`src/logic/adcr_defs.svh`:
```
// Constants of the serial readout block: widths, codes, pulse counts and times
`ifndef ADCR_DEFS_SVH
`define ADCR_DEFS_SVH

// Widths
`define ADCR_WORD_W 20
`define ADCR_CNT_W 5
`define ADCR_TMR_W 24
`define ADCR_HI_W 8

// Output codes
`define ADCR_POS_FS 20'h7_FFFF
`define ADCR_NEG_FS 20'h8_0000

// Serial clock pulse counts
`define ADCR_LAST_BIT 5'h14
`define ADCR_LAST_ONE 5'h18
`define ADCR_CAL_PULSE 5'h1A
`define ADCR_CNT_MAX 5'h1F

// Times in ns
`define ADCR_CLK_NS 100
`define ADCR_CONV_FAST_NS 12_500_000
`define ADCR_CONV_SLOW_NS 100_000_000
`define ADCR_UPDATE_NS 39_000
`define ADCR_CAL_FAST_NS 101_280_000
`define ADCR_CAL_SLOW_NS 801_020_000
`define ADCR_STBY_NS 20_000
`define ADCR_WAKE_FAST_NS 52_510_000
`define ADCR_WAKE_SLOW_NS 401_800_000

`endif

```
`src/logic/adcr_pkg.sv`:
```
// Types shared by the serial readout block
`include "adcr_defs.svh"
package adcr_pkg;

    typedef enum logic [3:0] {
        ADCR_ST_CONV = 4'h1,
        ADCR_ST_UPD = 4'h2,
        ADCR_ST_SETTLE = 4'h4,
        ADCR_ST_STBY = 4'h8
    } adcr_st_t;

    typedef logic [`ADCR_WORD_W-1:0] adcr_word_t;

    typedef struct packed {
        logic sclk;
        logic rate;
    } adcr_pin_t;

    typedef struct packed {
        adcr_st_t st;
        logic [`ADCR_TMR_W-1:0] tmr;
        adcr_word_t word;
        adcr_word_t shreg;
        logic [`ADCR_CNT_W-1:0] cnt;
        logic [`ADCR_HI_W-1:0] hi;
        logic dout;
        logic cal;
        logic armed;
        logic sclk_prev;
    } adcr_state_t;

endpackage : adcr_pkg

```
`src/logic/adcr_sync.sv`:
```
// Two flip-flop synchroniser for pin inputs
`timescale 1ns/1ps
`default_nettype none
module adcr_sync #(
    parameter int N = 1
) (
    // Clock and reset
    input wire logic clk,
    input wire logic reset,
    // Levels
    input wire logic [N-1:0] d,
    output logic [N-1:0] q
);
    import adcr_pkg::*;

    typedef struct packed {
        logic [N-1:0] s1;
        logic [N-1:0] s2;
    } adcr_sync_state_t;

    adcr_sync_state_t s, n;

    always_comb begin
        n.s1 = d;
        n.s2 = s.s1;
    end

    always_ff @(posedge clk or posedge reset) begin
        if (reset) begin
            s <= '0;
        end else begin
            s <= n;
        end
    end

    assign q = s.s2;
endmodule : adcr_sync
`default_nettype wire

```
`src/logic/adcr_fifo.sv`:
```
// Flip-flop FIFO between the converter core and the readout
`timescale 1ns/1ps
`default_nettype none
module adcr_fifo #(
    parameter int W = 20,
    parameter int DEPTH = 4
) (
    // Clock and reset
    input wire logic clk,
    input wire logic reset,
    // Fill side
    input wire logic in_valid,
    input wire logic [W-1:0] in_data,
    output logic in_ready,
    // Drain side
    output logic out_valid,
    output logic [W-1:0] out_data,
    input wire logic out_ready
);
    import adcr_pkg::*;

    localparam int AW = (DEPTH > 1) ? $clog2(DEPTH) : 1;
    localparam int CW = $clog2(DEPTH + 1);

    typedef struct packed {
        logic [DEPTH-1:0][W-1:0] mem;
        logic [AW-1:0] wr;
        logic [AW-1:0] rd;
        logic [CW-1:0] cnt;
    } adcr_fifo_state_t;

    adcr_fifo_state_t s, n;
    logic push;
    logic pop;

    assign in_ready = (s.cnt != CW'(DEPTH));
    assign out_valid = (s.cnt != '0);
    assign out_data = s.mem[s.rd];

    always_comb begin
        n = s;
        push = in_valid & in_ready;
        pop = out_valid & out_ready;
        if (push) begin
            n.mem[s.wr] = in_data;
            n.wr = (s.wr == AW'(DEPTH - 1)) ? '0 : s.wr + 1'b1;
        end
        if (pop) begin
            n.rd = (s.rd == AW'(DEPTH - 1)) ? '0 : s.rd + 1'b1;
        end
        n.cnt = s.cnt + CW'(push) - CW'(pop);
    end

    always_ff @(posedge clk or posedge reset) begin
        if (reset) begin
            s <= '0;
        end else begin
            s <= n;
        end
    end
endmodule : adcr_fifo
`default_nettype wire

```
`src/logic/adcr_readout.sv`:
```
// Serial readout, calibration request and standby control of the converter
//
// Contract
// - Results are 20-bit two's complement words.
// - Clip to 7FFFFh and 80000h beyond full scale.
// - Zero input gives 00000h, one step 00001h.
// - Twenty serial clocks shift result out MSB-first.
// - Pulses 21 to 24 present ones.
// - Ready low, then MSB on first rising edge.
// - Each later rising edge advances one bit.
// - Extra pulse forces high until next result.
// - New result replaces old, read or not.
// - After exactly twenty pulses, last bit holds.
// - Period 12.5 ms fast, 100 ms slow.
// - Falling edge of pulse 26 starts calibration.
// - Calibration disconnects inputs; host keeps clock quiet.
// - Calibration end drives ready low, settled data.
// - Calibration ready 101.28 ms fast, 801.02 slow.
// - Clock held high 20 us enters standby.
// - Standby powers analog down, output held high.
// - Clock low wakes; first result is valid.
// - Wake ready 52.51 ms fast, 401.8 slow.
// - Rate select low 10 SPS, high 80 SPS.
`timescale 1ns/1ps
`default_nettype none
`include "adcr_defs.svh"
module adcr_readout #(
    parameter int RAW_W = 24,
    parameter int FIFO_DEPTH = 4,
    parameter int CONV_FAST_CYC = `ADCR_CONV_FAST_NS / `ADCR_CLK_NS,
    parameter int CONV_SLOW_CYC = `ADCR_CONV_SLOW_NS / `ADCR_CLK_NS,
    parameter int CAL_FAST_CYC = (`ADCR_CAL_FAST_NS + `ADCR_CLK_NS - 1) / `ADCR_CLK_NS,
    parameter int CAL_SLOW_CYC = (`ADCR_CAL_SLOW_NS + `ADCR_CLK_NS - 1) / `ADCR_CLK_NS,
    parameter int WAKE_FAST_CYC = (`ADCR_WAKE_FAST_NS + `ADCR_CLK_NS - 1) / `ADCR_CLK_NS,
    parameter int WAKE_SLOW_CYC = (`ADCR_WAKE_SLOW_NS + `ADCR_CLK_NS - 1) / `ADCR_CLK_NS
) (
    // Clock and reset
    input wire logic clk,
    input wire logic reset,
    // Host pins
    input wire logic serial_clk,
    input wire logic rate_select,
    output logic ready_data_out,
    // Converter core results
    input wire logic core_valid,
    input wire logic signed [RAW_W-1:0] core_raw,
    output logic core_ready,
    // Analog control
    output logic analog_power_on,
    output logic inputs_disconnected,
    output logic standby_active
);
    import adcr_pkg::*;

    localparam int W = `ADCR_WORD_W;
    localparam int TW = `ADCR_TMR_W;
    localparam int HW = `ADCR_HI_W;
    localparam int UPD_CYC = (`ADCR_UPDATE_NS + `ADCR_CLK_NS - 1) / `ADCR_CLK_NS;
    localparam int STBY_CYC = (`ADCR_STBY_NS + `ADCR_CLK_NS - 1) / `ADCR_CLK_NS;
    localparam adcr_state_t RST = '{st: ADCR_ST_CONV, dout: 1'b1, default: '0};

    adcr_pin_t pin_raw;
    adcr_pin_t pin_s;
    adcr_state_t s, n;
    adcr_word_t fill_word;
    adcr_word_t f_data;
    logic f_valid;
    logic pop;
    logic load;
    logic rise;
    logic fall;
    logic sclk_s;
    logic [TW-1:0] conv_cyc;
    logic [TW-1:0] cal_cyc;
    logic [TW-1:0] wake_cyc;

    // Clip the core's wider result into the output word
    function automatic adcr_word_t sat_code(input logic signed [RAW_W-1:0] raw);
        logic signed [RAW_W-1:0] hi_lim;
        logic signed [RAW_W-1:0] lo_lim;
        hi_lim = {{(RAW_W - W){1'b0}}, `ADCR_POS_FS};
        lo_lim = {{(RAW_W - W){1'b1}}, `ADCR_NEG_FS};
        if (raw >= hi_lim) begin
            return `ADCR_POS_FS;
        end else if (raw <= lo_lim) begin
            return `ADCR_NEG_FS;
        end
        return raw[W-1:0];
    endfunction : sat_code

    assign pin_raw = '{sclk: serial_clk, rate: rate_select};

    adcr_sync #(
        .N($bits(adcr_pin_t))
    ) u_sync (
        .clk(clk),
        .reset(reset),
        .d(pin_raw),
        .q(pin_s)
    );

    assign fill_word = sat_code(core_raw);

    // Back-pressure: the core stalls while the FIFO is full; each result load drains one word if the FIFO holds any
    adcr_fifo #(
        .W(W),
        .DEPTH(FIFO_DEPTH)
    ) u_fifo (
        .clk(clk),
        .reset(reset),
        .in_valid(core_valid),
        .in_data(fill_word),
        .in_ready(core_ready),
        .out_valid(f_valid),
        .out_data(f_data),
        .out_ready(pop)
    );

    assign sclk_s = pin_s.sclk;
    assign rise = sclk_s & ~s.sclk_prev;
    assign fall = ~sclk_s & s.sclk_prev;

    // Timer reloads follow the rate pin; low rate is 10 SPS, high 80 SPS
    always_comb begin
        if (pin_s.rate) begin
            conv_cyc = TW'(CONV_FAST_CYC - UPD_CYC - 1);
            cal_cyc = TW'(CAL_FAST_CYC - 1);
            wake_cyc = TW'(WAKE_FAST_CYC - 1);
        end else begin
            conv_cyc = TW'(CONV_SLOW_CYC - UPD_CYC - 1);
            cal_cyc = TW'(CAL_SLOW_CYC - 1);
            wake_cyc = TW'(WAKE_SLOW_CYC - 1);
        end
    end

    always_comb begin
        n = s;
        load = 1'b0;
        n.sclk_prev = sclk_s;
        if (s.tmr != '0) begin
            n.tmr = s.tmr - 1'b1;
        end
        n.hi = '0;
        case (s.st)
            ADCR_ST_CONV: begin
                if (sclk_s && s.hi != '1) begin
                    n.hi = s.hi + 1'b1;
                end else if (sclk_s) begin
                    n.hi = s.hi;
                end
                if (rise && s.cnt != `ADCR_CNT_MAX) begin
                    n.cnt = s.cnt + 1'b1;
                end
                if (rise && s.cnt < `ADCR_LAST_BIT) begin
                    n.dout = s.shreg[W-1];
                    n.shreg = {s.shreg[W-2:0], 1'b0};
                end else if (rise) begin
                    n.dout = 1'b1;
                end
                // Host may still be mid-readout; stalling it is its concern
                if (fall && s.cnt == `ADCR_CAL_PULSE) begin
                    n.st = ADCR_ST_SETTLE;
                    n.cal = 1'b1;
                    n.tmr = cal_cyc;
                    n.dout = 1'b1;
                    n.armed = 1'b0;
                end else if (s.armed && sclk_s && s.hi >= HW'(STBY_CYC)) begin
                    n.st = ADCR_ST_STBY;
                    n.dout = 1'b1;
                    n.armed = 1'b0;
                end else if (s.tmr == '0) begin
                    n.st = ADCR_ST_UPD;
                    n.tmr = TW'(UPD_CYC - 1);
                    n.dout = 1'b1;
                end
            end
            ADCR_ST_UPD: begin
                n.dout = 1'b1;
                load = (s.tmr == '0);
            end
            ADCR_ST_SETTLE: begin
                n.dout = 1'b1;
                load = (s.tmr == '0);
            end
            ADCR_ST_STBY: begin
                n.dout = 1'b1;
                if (!sclk_s) begin
                    n.st = ADCR_ST_SETTLE;
                    n.cal = 1'b0;
                    n.tmr = wake_cyc;
                end
            end
            default: begin
                n = RST;
            end
        endcase
        if (load) begin
            // An empty FIFO repeats the last word rather than stall the pin
            n.st = ADCR_ST_CONV;
            n.word = f_valid ? f_data : s.word;
            n.shreg = f_valid ? f_data : s.word;
            n.dout = 1'b0;
            n.cnt = '0;
            n.cal = 1'b0;
            n.armed = 1'b1;
            n.tmr = conv_cyc;
        end
    end

    assign pop = load & f_valid;

    always_ff @(posedge clk or posedge reset) begin
        if (reset) begin
            s <= RST;
        end else begin
            s <= n;
        end
    end

    assign ready_data_out = s.dout;
    assign standby_active = (s.st == ADCR_ST_STBY);
    assign analog_power_on = (s.st != ADCR_ST_STBY);
    assign inputs_disconnected = s.cal;
endmodule : adcr_readout
`default_nettype wire

```
`config.mk`:
```
export PLATFORM = sky130hd
export DESIGN_NAME = adcr_readout
export DESIGN_NICKNAME = d
export VERILOG_FILES = /design/src/logic/adcr_pkg.sv /design/src/logic/adcr_sync.sv /design/src/logic/adcr_fifo.sv /design/src/logic/adcr_readout.sv
export VERILOG_INCLUDE_DIRS = /design/src /design/src/logic
export SDC_FILE = /design/constraint.sdc
export NUM_CORES = 1
export LEC_CHECK = 0
export BUFFER_PORTS_ARGS = -buffer_cell sky130_fd_sc_hd__buf_2
export CORE_ASPECT_RATIO = 2
export CORE_UTILIZATION = 30
export CTS_CLUSTER_SIZE = 24
export DETAILED_ROUTE_END_ITERATION = 7
export MAX_ROUTING_LAYER = met4
export PLACE_DENSITY = 0.55
export SLEW_MARGIN = 15
export SYNTH_ARGS = -nofsm -noshare
export SYNTH_HDL_FRONTEND = slang
export SYNTH_SLANG_ARGS = --single-unit
```
`constraint.sdc`:
```
create_clock -name clk -period 4.95 [get_ports clk]
set_clock_uncertainty 0.15 [all_clocks]
set_input_delay 0.495 -clock clk [delete_from_list [all_inputs] [get_ports clk]]
set_output_delay 0.495 -clock clk [all_outputs]
set_load 0.05 [all_outputs]
```
==> results of run 1 <==
## stage by stage
step	setup WS [ps]	area, um^2	std cells	hold WS (ps)	util
finish	1130	9580	1168	17.7	0.347
global route	876	9580	1168	2.33	0.347
CTS	1090	9580	1168	0.0109	0.347
detailed placement	1110	9040	1136	186	0.327
global placement	1150	9040	1136	183	0.327
floorplan	1310	8500	779	181	-
## timing repair
action                                 CTS  global route
endpoints found under the hold margin    1             0
gates resized for setup                  0             0
buffers inserted                         0             0
hold buffers                             1             0
## cell type report
class                   count  area (um^2)
clock inverters            10         91.3
multi-input cells         525         3780
repair buffers             47          285
well taps                 352          440
clock buffers              21          440
inverters                  37          143
fillers                  2797        18100
flip-flops and latches    176         4410
## sequential cells by signal (all words and copies together) (netlist names)
signal,count
inputs_disconnected,1
ready_data_out,1
s,83
u_fifo.s,87
u_sync.n,2
u_sync.q,2
## cells in the mapped netlist (all sizes together) (6+ instances only)
cell      n  area share
inv      37       0.016
o22a     77       0.079
buf      13      0.0081
nor3      8      0.0047
a21o     21       0.019
dfrtp   174        0.51
a21oi    58       0.036
mux2      6      0.0080
ha       14       0.021
nor4     16       0.012
mux2i    20       0.024
and3     11      0.0081
o21ai    31       0.018
clkbuf   28       0.013
nand3    10      0.0059
nand2    62       0.027
mux4     20       0.053
or3      11      0.0081
and2     25       0.019
nand2b    6      0.0044
nand4    10      0.0074
nor2     47       0.021
xnor2    22       0.023
## report_power, final
| group | total (uW) | leakage [uW] | switching [uW] | internal (uW) |
|---|---|---|---|---|
| clock network | 1240 | 0.000245 | 557 | 686 |
| logic | 896 | 0.00169 | 414 | 482 |
| registers | 1950 | 0.00215 | 177 | 1770 |
## cell families after synthesis
| family | count (synthesis) |
|---|---|
| DFF | 176 |
| adders and majority gates | 15 |
| muxes | 46 |
| buffers and inverters | 78 |
| and+or+nand+nor | 221 |
| AOI/OAI and AO/OA | 216 |
| xor gates and xnor gates | 27 |
## per-layer routing
layer,track usage,vias up,wire [um]
li1,-,2874,-
met1,0.163,3144,7990
met2,0.301,103,11800
met3,0.0268,51,466
met4,0.0898,0,1000
met5,-,-,0
## worst min-delay path by stage
stage | startpoint | end | slack (ps) | depth (start not counted)
6_report | serial_clk | u_sync.n[1]$_DFF_PP0_ | 20 | 1
5_1_grt | serial_clk | u_sync.n[1]$_DFF_PP0_ | 2 | 1
4_1_cts | serial_clk | u_sync.n[1]$_DFF_PP0_ | 0.01 | 1
3_5_place_dp | u_sync.n[1]$_DFF_PP0_ | u_sync.q[1]$_DFF_PP0_ | 190 | 0
3_3_place_gp | u_sync.n[1]$_DFF_PP0_ | u_sync.q[1]$_DFF_PP0_ | 180 | 0
2_1_floorplan | u_sync.n[0]$_DFF_PP0_ | u_sync.q[0]$_DFF_PP0_ | 180 | 0
==> flow_summary.json, run 1 <==
{
  "startpoint": "s[68]$_DFF_PP0_",
  "cts-root-buf": "sky130_fd_sc_hd__clkbuf_16",
  "number_of_iterations_in_the_first_detailed_routing_pass": 4,
  "period_minus_slack_ps": 3820,
  "grt_max_degree": 177,
  "cts_inserted_buffers": 17,
  "crit_path_max_fanout": 6,
  "crit_buf_inv": 2,
  "slew_viol_final": 0,
  "path_class": "reg2reg",
  "worstSetupPathDepth": 11,
  "vias": 6172,
  "drv_cap": 0,
  "die_height_um": 240,
  "syn-num-nets": 823,
  "critical_register_to_register_path_endpoint": "u_fifo.s[2]$_DFF_PP0_",
  "cpPeakStageDelay_ps": 630,
  "drtIter0Drc": 213,
  "design.portCount": 34,
  "max-clock-path-buffers": 2,
  "post_synth_fa_ha_maj_area_fraction": 0.0230,
  "via_count_of_the_first_global_routing_pass": 6523,
  "worst_slew_margin_rel": 0.303,
  "synth.area.mux_share": 0.0846,
  "cts_htree_levels": 4,
  "core_region_area_mm2": 0.0277,
  "grt_util_all_layers": 0.165,
  "global_route.overflow_total": 0,
  "layout_commonest_cell": "sky130_fd_sc_hd__dfrtp_1",
  "dominant_combinational_cell_family_by_area_after_synthesis": "compound AO/OA/AOI/OAI gates",
  "cp-endpoint": "u_fifo.s[2]$_DFF_PP0_",
  "worst_ep_required_time_ps": 5160,
  "synth_compound_area_frac": 0.178,
  "hold_viol_final": 0,
  "hold_path.class": "in2reg",
  "ys_ff_latch": 176,
  "synth-warning-count": 0,
  "tritoncts": "yes",
  "max_slew.worst_pin.slew_ps": 1050,
  "regToRegStartpoint": "s[68]$_DFF_PP0_",
  "worst_r2r_path_depth": 11,
  "antenna_violations_before_repair": 0,
  "startpoint_type": "register",
  "power.density_cell_area_mw_per_mm2": 426,
  "postSynth.asyncResetShare": 1.00,
  "total_leakage_power_uw": 0.00409,
  "post_drt_wl_per_cell_um": 18.2,
  "setup_viol_count_final": 0,
  "hpwlAfterDp_mm": 14.7,
  "final.setup.tns_ps": 0,
  "fp.dieArea_mm2": 0.0290,
  "grt_first_pass_wirelength_mm": 35.1,
  "report.power.total_uw": 4090,
  "drive_above_1_share": 0.132,
  "avgViaCountPerCell": 5.28,
  "syn-cell-area_mm2": 0.00849,
  "rsz0062_at_grt": "false",
  "period_share": 0.772,
  "rows": 86,
  "clkSlewWorstSetupHoldPaths_ps": 60,
  "worst_path_max_delay_cell": "sky130_fd_sc_hd__or4b_1",
  "drt_drc_violations_left": 0,
  "outcome": "finished clean",
  "area_delta_synth_final_pct": 12.8,
  "clock_insertion_delay_worst_skew_ps": 440,
  "worst_path_dominant_cell_family": "simple AND/OR/NAND/NOR gates",
  "numClockSinks": 176,
  "ff2ff_setup_slack_ps": 1130,
  "place.port_buffers": 33,
  "die_width_um": 121,
  "synth-edff-count": 0,
  "final_layout_net_count": 848,
  "vdd_drop_max_v": 0.000222,
  "endpoint_kind": "register",
  "gpl.final_weighted_congestion": 0.931,
  "final_cell_mix": "174 x sky130_fd_sc_hd__dfrtp_1, 77 x sky130_fd_sc_hd__o22a_1, 62 x sky130_fd_sc_hd__nand2_1",
  "cp_cell_sequence": "or4_4 > or4b_1 > or3_1 > nor2_1 > ha_1 > inv_1 > ha_1 > inv_1 > fa_1 > xnor2_1 > xnor2_1",
  "drtAntennaViolNets": 0,
  "synth.avg_cell_area_um2": 10.9,
  "synth-seq-area-share": 0.519,
  "ys.flop_type": "sky130_fd_sc_hd__dfrtp_1",
  "maxClockFrequency_mhz": 262,
  "floorplan.initialDensity": 0.307,
  "postSynthCellCount": 779,
  "post_synth_num_cell_types": 55,
  "detail_route.wirelength_mm": 21.3,
  "worst-endpoint-arrival_ps": 4030,
  "antenna_cells_inserted": 0,
  "synthXorXnorAreaFrac": 0.0278,
  "simple_gate_fraction_of_synth_area": 0.131
}
(Power assumes the default switching activity.)
==> run 2, diff against run 1 <==
PLACE_DENSITY = 0.54   (was 0.55)
clock period = 3.81 ns   (was 4.95 ns; I/O delays follow)
==> run 2 against run 1 <==
The run now ends with hold timing left. Global-route usage up 0.39 points. Clock power rose by 56%. Design area rose by 2.2%. Combinational power up 32%. Wire length is 2.7% higher. First-iteration DRC count rose by 37%. Total power increased by 38%. Final cell count is 1.2% higher. Critical endpoint unchanged. Largest power group unchanged.
==> flow_summary.json, run 2 (synthesis gave the netlist of run 1 again) <==
{
  "regMostFlops": "u_fifo.s",
  "gpl.final_weighted_congestion": 0.868,
  "antenna_cells_inserted": 0,
  "endpoint_kind": "register",
  "hold_viol_final": 5,
  "hold_path.class": "in2async",
  "top_regs": "u_fifo.s: 87 flops, s: 83 flops",
  "crit_buf_inv": 2,
  "crit_path_max_fanout": 5,
  "max_slew.worst_pin.slew_ps": 1050,
  "setup_viol_count_final": 0,
  "timing.hold.ws_ps": -17.6,
  "post_drt_wl_per_cell_um": 18.5,
  "failed_checks": "hold timing",
  "clkSlewWorstSetupHoldPaths_ps": 70,
  "antenna_violations_before_repair": 0,
  "period_share": 0.943,
  "drt_drc_violations_left": 0,
  "slew_viol_final": 0,
  "fp.dieArea_mm2": 0.0290,
  "final_cell_mix": "174 x sky130_fd_sc_hd__dfrtp_1, 77 x sky130_fd_sc_hd__o22a_1, 62 x sky130_fd_sc_hd__nand2_1",
  "die_width_um": 121,
  "number_of_iterations_in_the_first_detailed_routing_pass": 4,
  "startpoint": "s[68]$_DFF_PP0_",
  "area_delta_synth_final_pct": 15.4,
  "worst_slack_setup_final_ps": 218,
  "critical_register_to_register_path_endpoint": "u_fifo.s[2]$_DFF_PP0_",
  "drtIter0Drc": 291,
  "final_layout_net_count": 861,
  "worst_r2r_path_depth": 11,
  "grt_first_pass_wirelength_mm": 35.8,
  "detail_route.wirelength_mm": 21.9,
  "startpoint_type": "register",
  "global_route.overflow_total": 0,
  "ff2ff_setup_slack_ps": 220,
  "design.portCount": 34,
  "rows": 86,
  "cpPeakStageDelay_ps": 590,
  "cts_hold_repair.buffers": 2,
  "fillers": 2766,
  "post_cts_setup_buffer_count": 0,
  "cp-endpoint": "u_fifo.s[2]$_DFF_PP0_",
  "core_region_area_mm2": 0.0277,
  "regToRegStartpoint": "s[68]$_DFF_PP0_",
  "layout_commonest_cell": "sky130_fd_sc_hd__dfrtp_1",
  "drtAntennaViolNets": 0,
  "cp_cell_sequence": "or4_4 > or4b_1 > or3_1 > nor2_1 > ha_1 > inv_1 > ha_1 > inv_1 > fa_1 > xnor2_1 > xnor2_1",
  "avgViaCountPerCell": 5.28,
  "cts-resized-gates": 0,
  "grt_max_degree": 177,
  "cts_htree_levels": 4,
  "power.density_cell_area_mw_per_mm2": 576,
  "cts-root-buf": "sky130_fd_sc_hd__clkbuf_16",
  "worst_path_dominant_cell_family": "simple AND/OR/NAND/NOR gates",
  "worst_ep_required_time_ps": 4020,
  "drv_cap": 0,
  "path_class": "reg2reg",
  "vdd_drop_max_v": 0.000295,
  "hpwlAfterDp_mm": 15.4,
  "cts_inserted_buffers": 17,
  "numClockSinks": 176,
  "worst_slew_margin_rel": 0.300,
  "period_minus_slack_ps": 3590,
  "tritoncts": "yes",
  "worst_path_max_delay_cell": "sky130_fd_sc_hd__or4_4",
  "floorplan.initialDensity": 0.307,
  "drive_above_1_share": 0.148,
  "grt_util_all_layers": 0.168,
  "die_height_um": 240,
  "total_leakage_power_uw": 0.00420,
  "report.power.total_uw": 5650,
  "max-clock-path-buffers": 2,
  "maxClockFrequency_mhz": 278,
  "dp_slack_ps": 183,
  "final.setup.tns_ps": 0,
  "worstSetupPathDepth": 11,
  "vias": 6241,
  "largest_register_ffs": 87,
  "rsz0062_at_grt": "false",
  "clock_insertion_delay_worst_skew_ps": 440,
  "outcome": "complete, but fails checks",
  "place.port_buffers": 33,
  "worst-endpoint-arrival_ps": 3800,
  "via_count_of_the_first_global_routing_pass": 6674
}
## run 2: cell types whose count changed in the layout (fill, tap and decap cells not counted), sizes merged
cell         change
dlygate4sd3      +1
buf             +12
clkinvlp         -1
inv              +2
clkbuf           -2
bufinv           +4
clkinv           -2
## run 2: layer usage
metal / vias to the layer above / wire length, um / GRT usage
met5: - / 0 / -
met2: 125 / 12200 / 0.310
met3: 51 / 606 / 0.0301
li1: 2897 / - / -
met1: 3168 / 8040 / 0.164
met4: 0 / 960 / 0.0913
## run 2: power breakdown
part           switching (uW)  internal (uW)  leakage [uW]
Combinational             547            634       0.00176
Sequential                238           2300       0.00215
Clock                     760           1170      0.000300
## run 2: cell type report
cell class              count  area, um^2  share of cell area
clock inverters            13         211              0.0216
inverters                  37         143              0.0146
flip-flops and latches    176        4410               0.450
clock buffers              19         433              0.0442
repair buffers             60         385              0.0393
multi-input cells         525        3780               0.386
well taps                 352         440              0.0450
## run 2: per-stage QoR
stage,hold WS (ps),cells,cell area [um^2],utilization
detailed placement,185,1148,9130,0.330
floorplan,181,779,8500,-
CTS,108,1182,9800,0.354
global placement,184,1148,9130,0.330
finish,-17.6,1182,9800,0.354
global route,129,1182,9800,0.354
## run 2: how the worst min path moves through the flow
stage                          startpoint                  endpoint  cells past startpoint
floorplan           u_sync.n[0]$_DFF_PP0_     u_sync.q[0]$_DFF_PP0_                      0
global placement    u_sync.n[1]$_DFF_PP0_     u_sync.q[1]$_DFF_PP0_                      0
detailed placement  u_sync.n[0]$_DFF_PP0_     u_sync.q[0]$_DFF_PP0_                      0
CTS                          core_raw[23]  u_fifo.s[46]$_DFFE_PP0P_                      2
global route                        reset           s[59]$_DFF_PP0_                      3
finish                              reset         s[11]$_DFFE_PP0P_                      3
## run 2: worst register-to-register path, cell delays in order (launching register included)
cell and delay [ps]:
sky130_fd_sc_hd__dfrtp_1 420, sky130_fd_sc_hd__or4_4 590, sky130_fd_sc_hd__or4b_1 530, sky130_fd_sc_hd__or3_1 440
sky130_fd_sc_hd__nor2_1 180, sky130_fd_sc_hd__ha_1 250, sky130_fd_sc_hd__inv_1 60, sky130_fd_sc_hd__ha_1 140
sky130_fd_sc_hd__inv_1 50, sky130_fd_sc_hd__fa_1 370, sky130_fd_sc_hd__xnor2_1 190, sky130_fd_sc_hd__xnor2_1 140
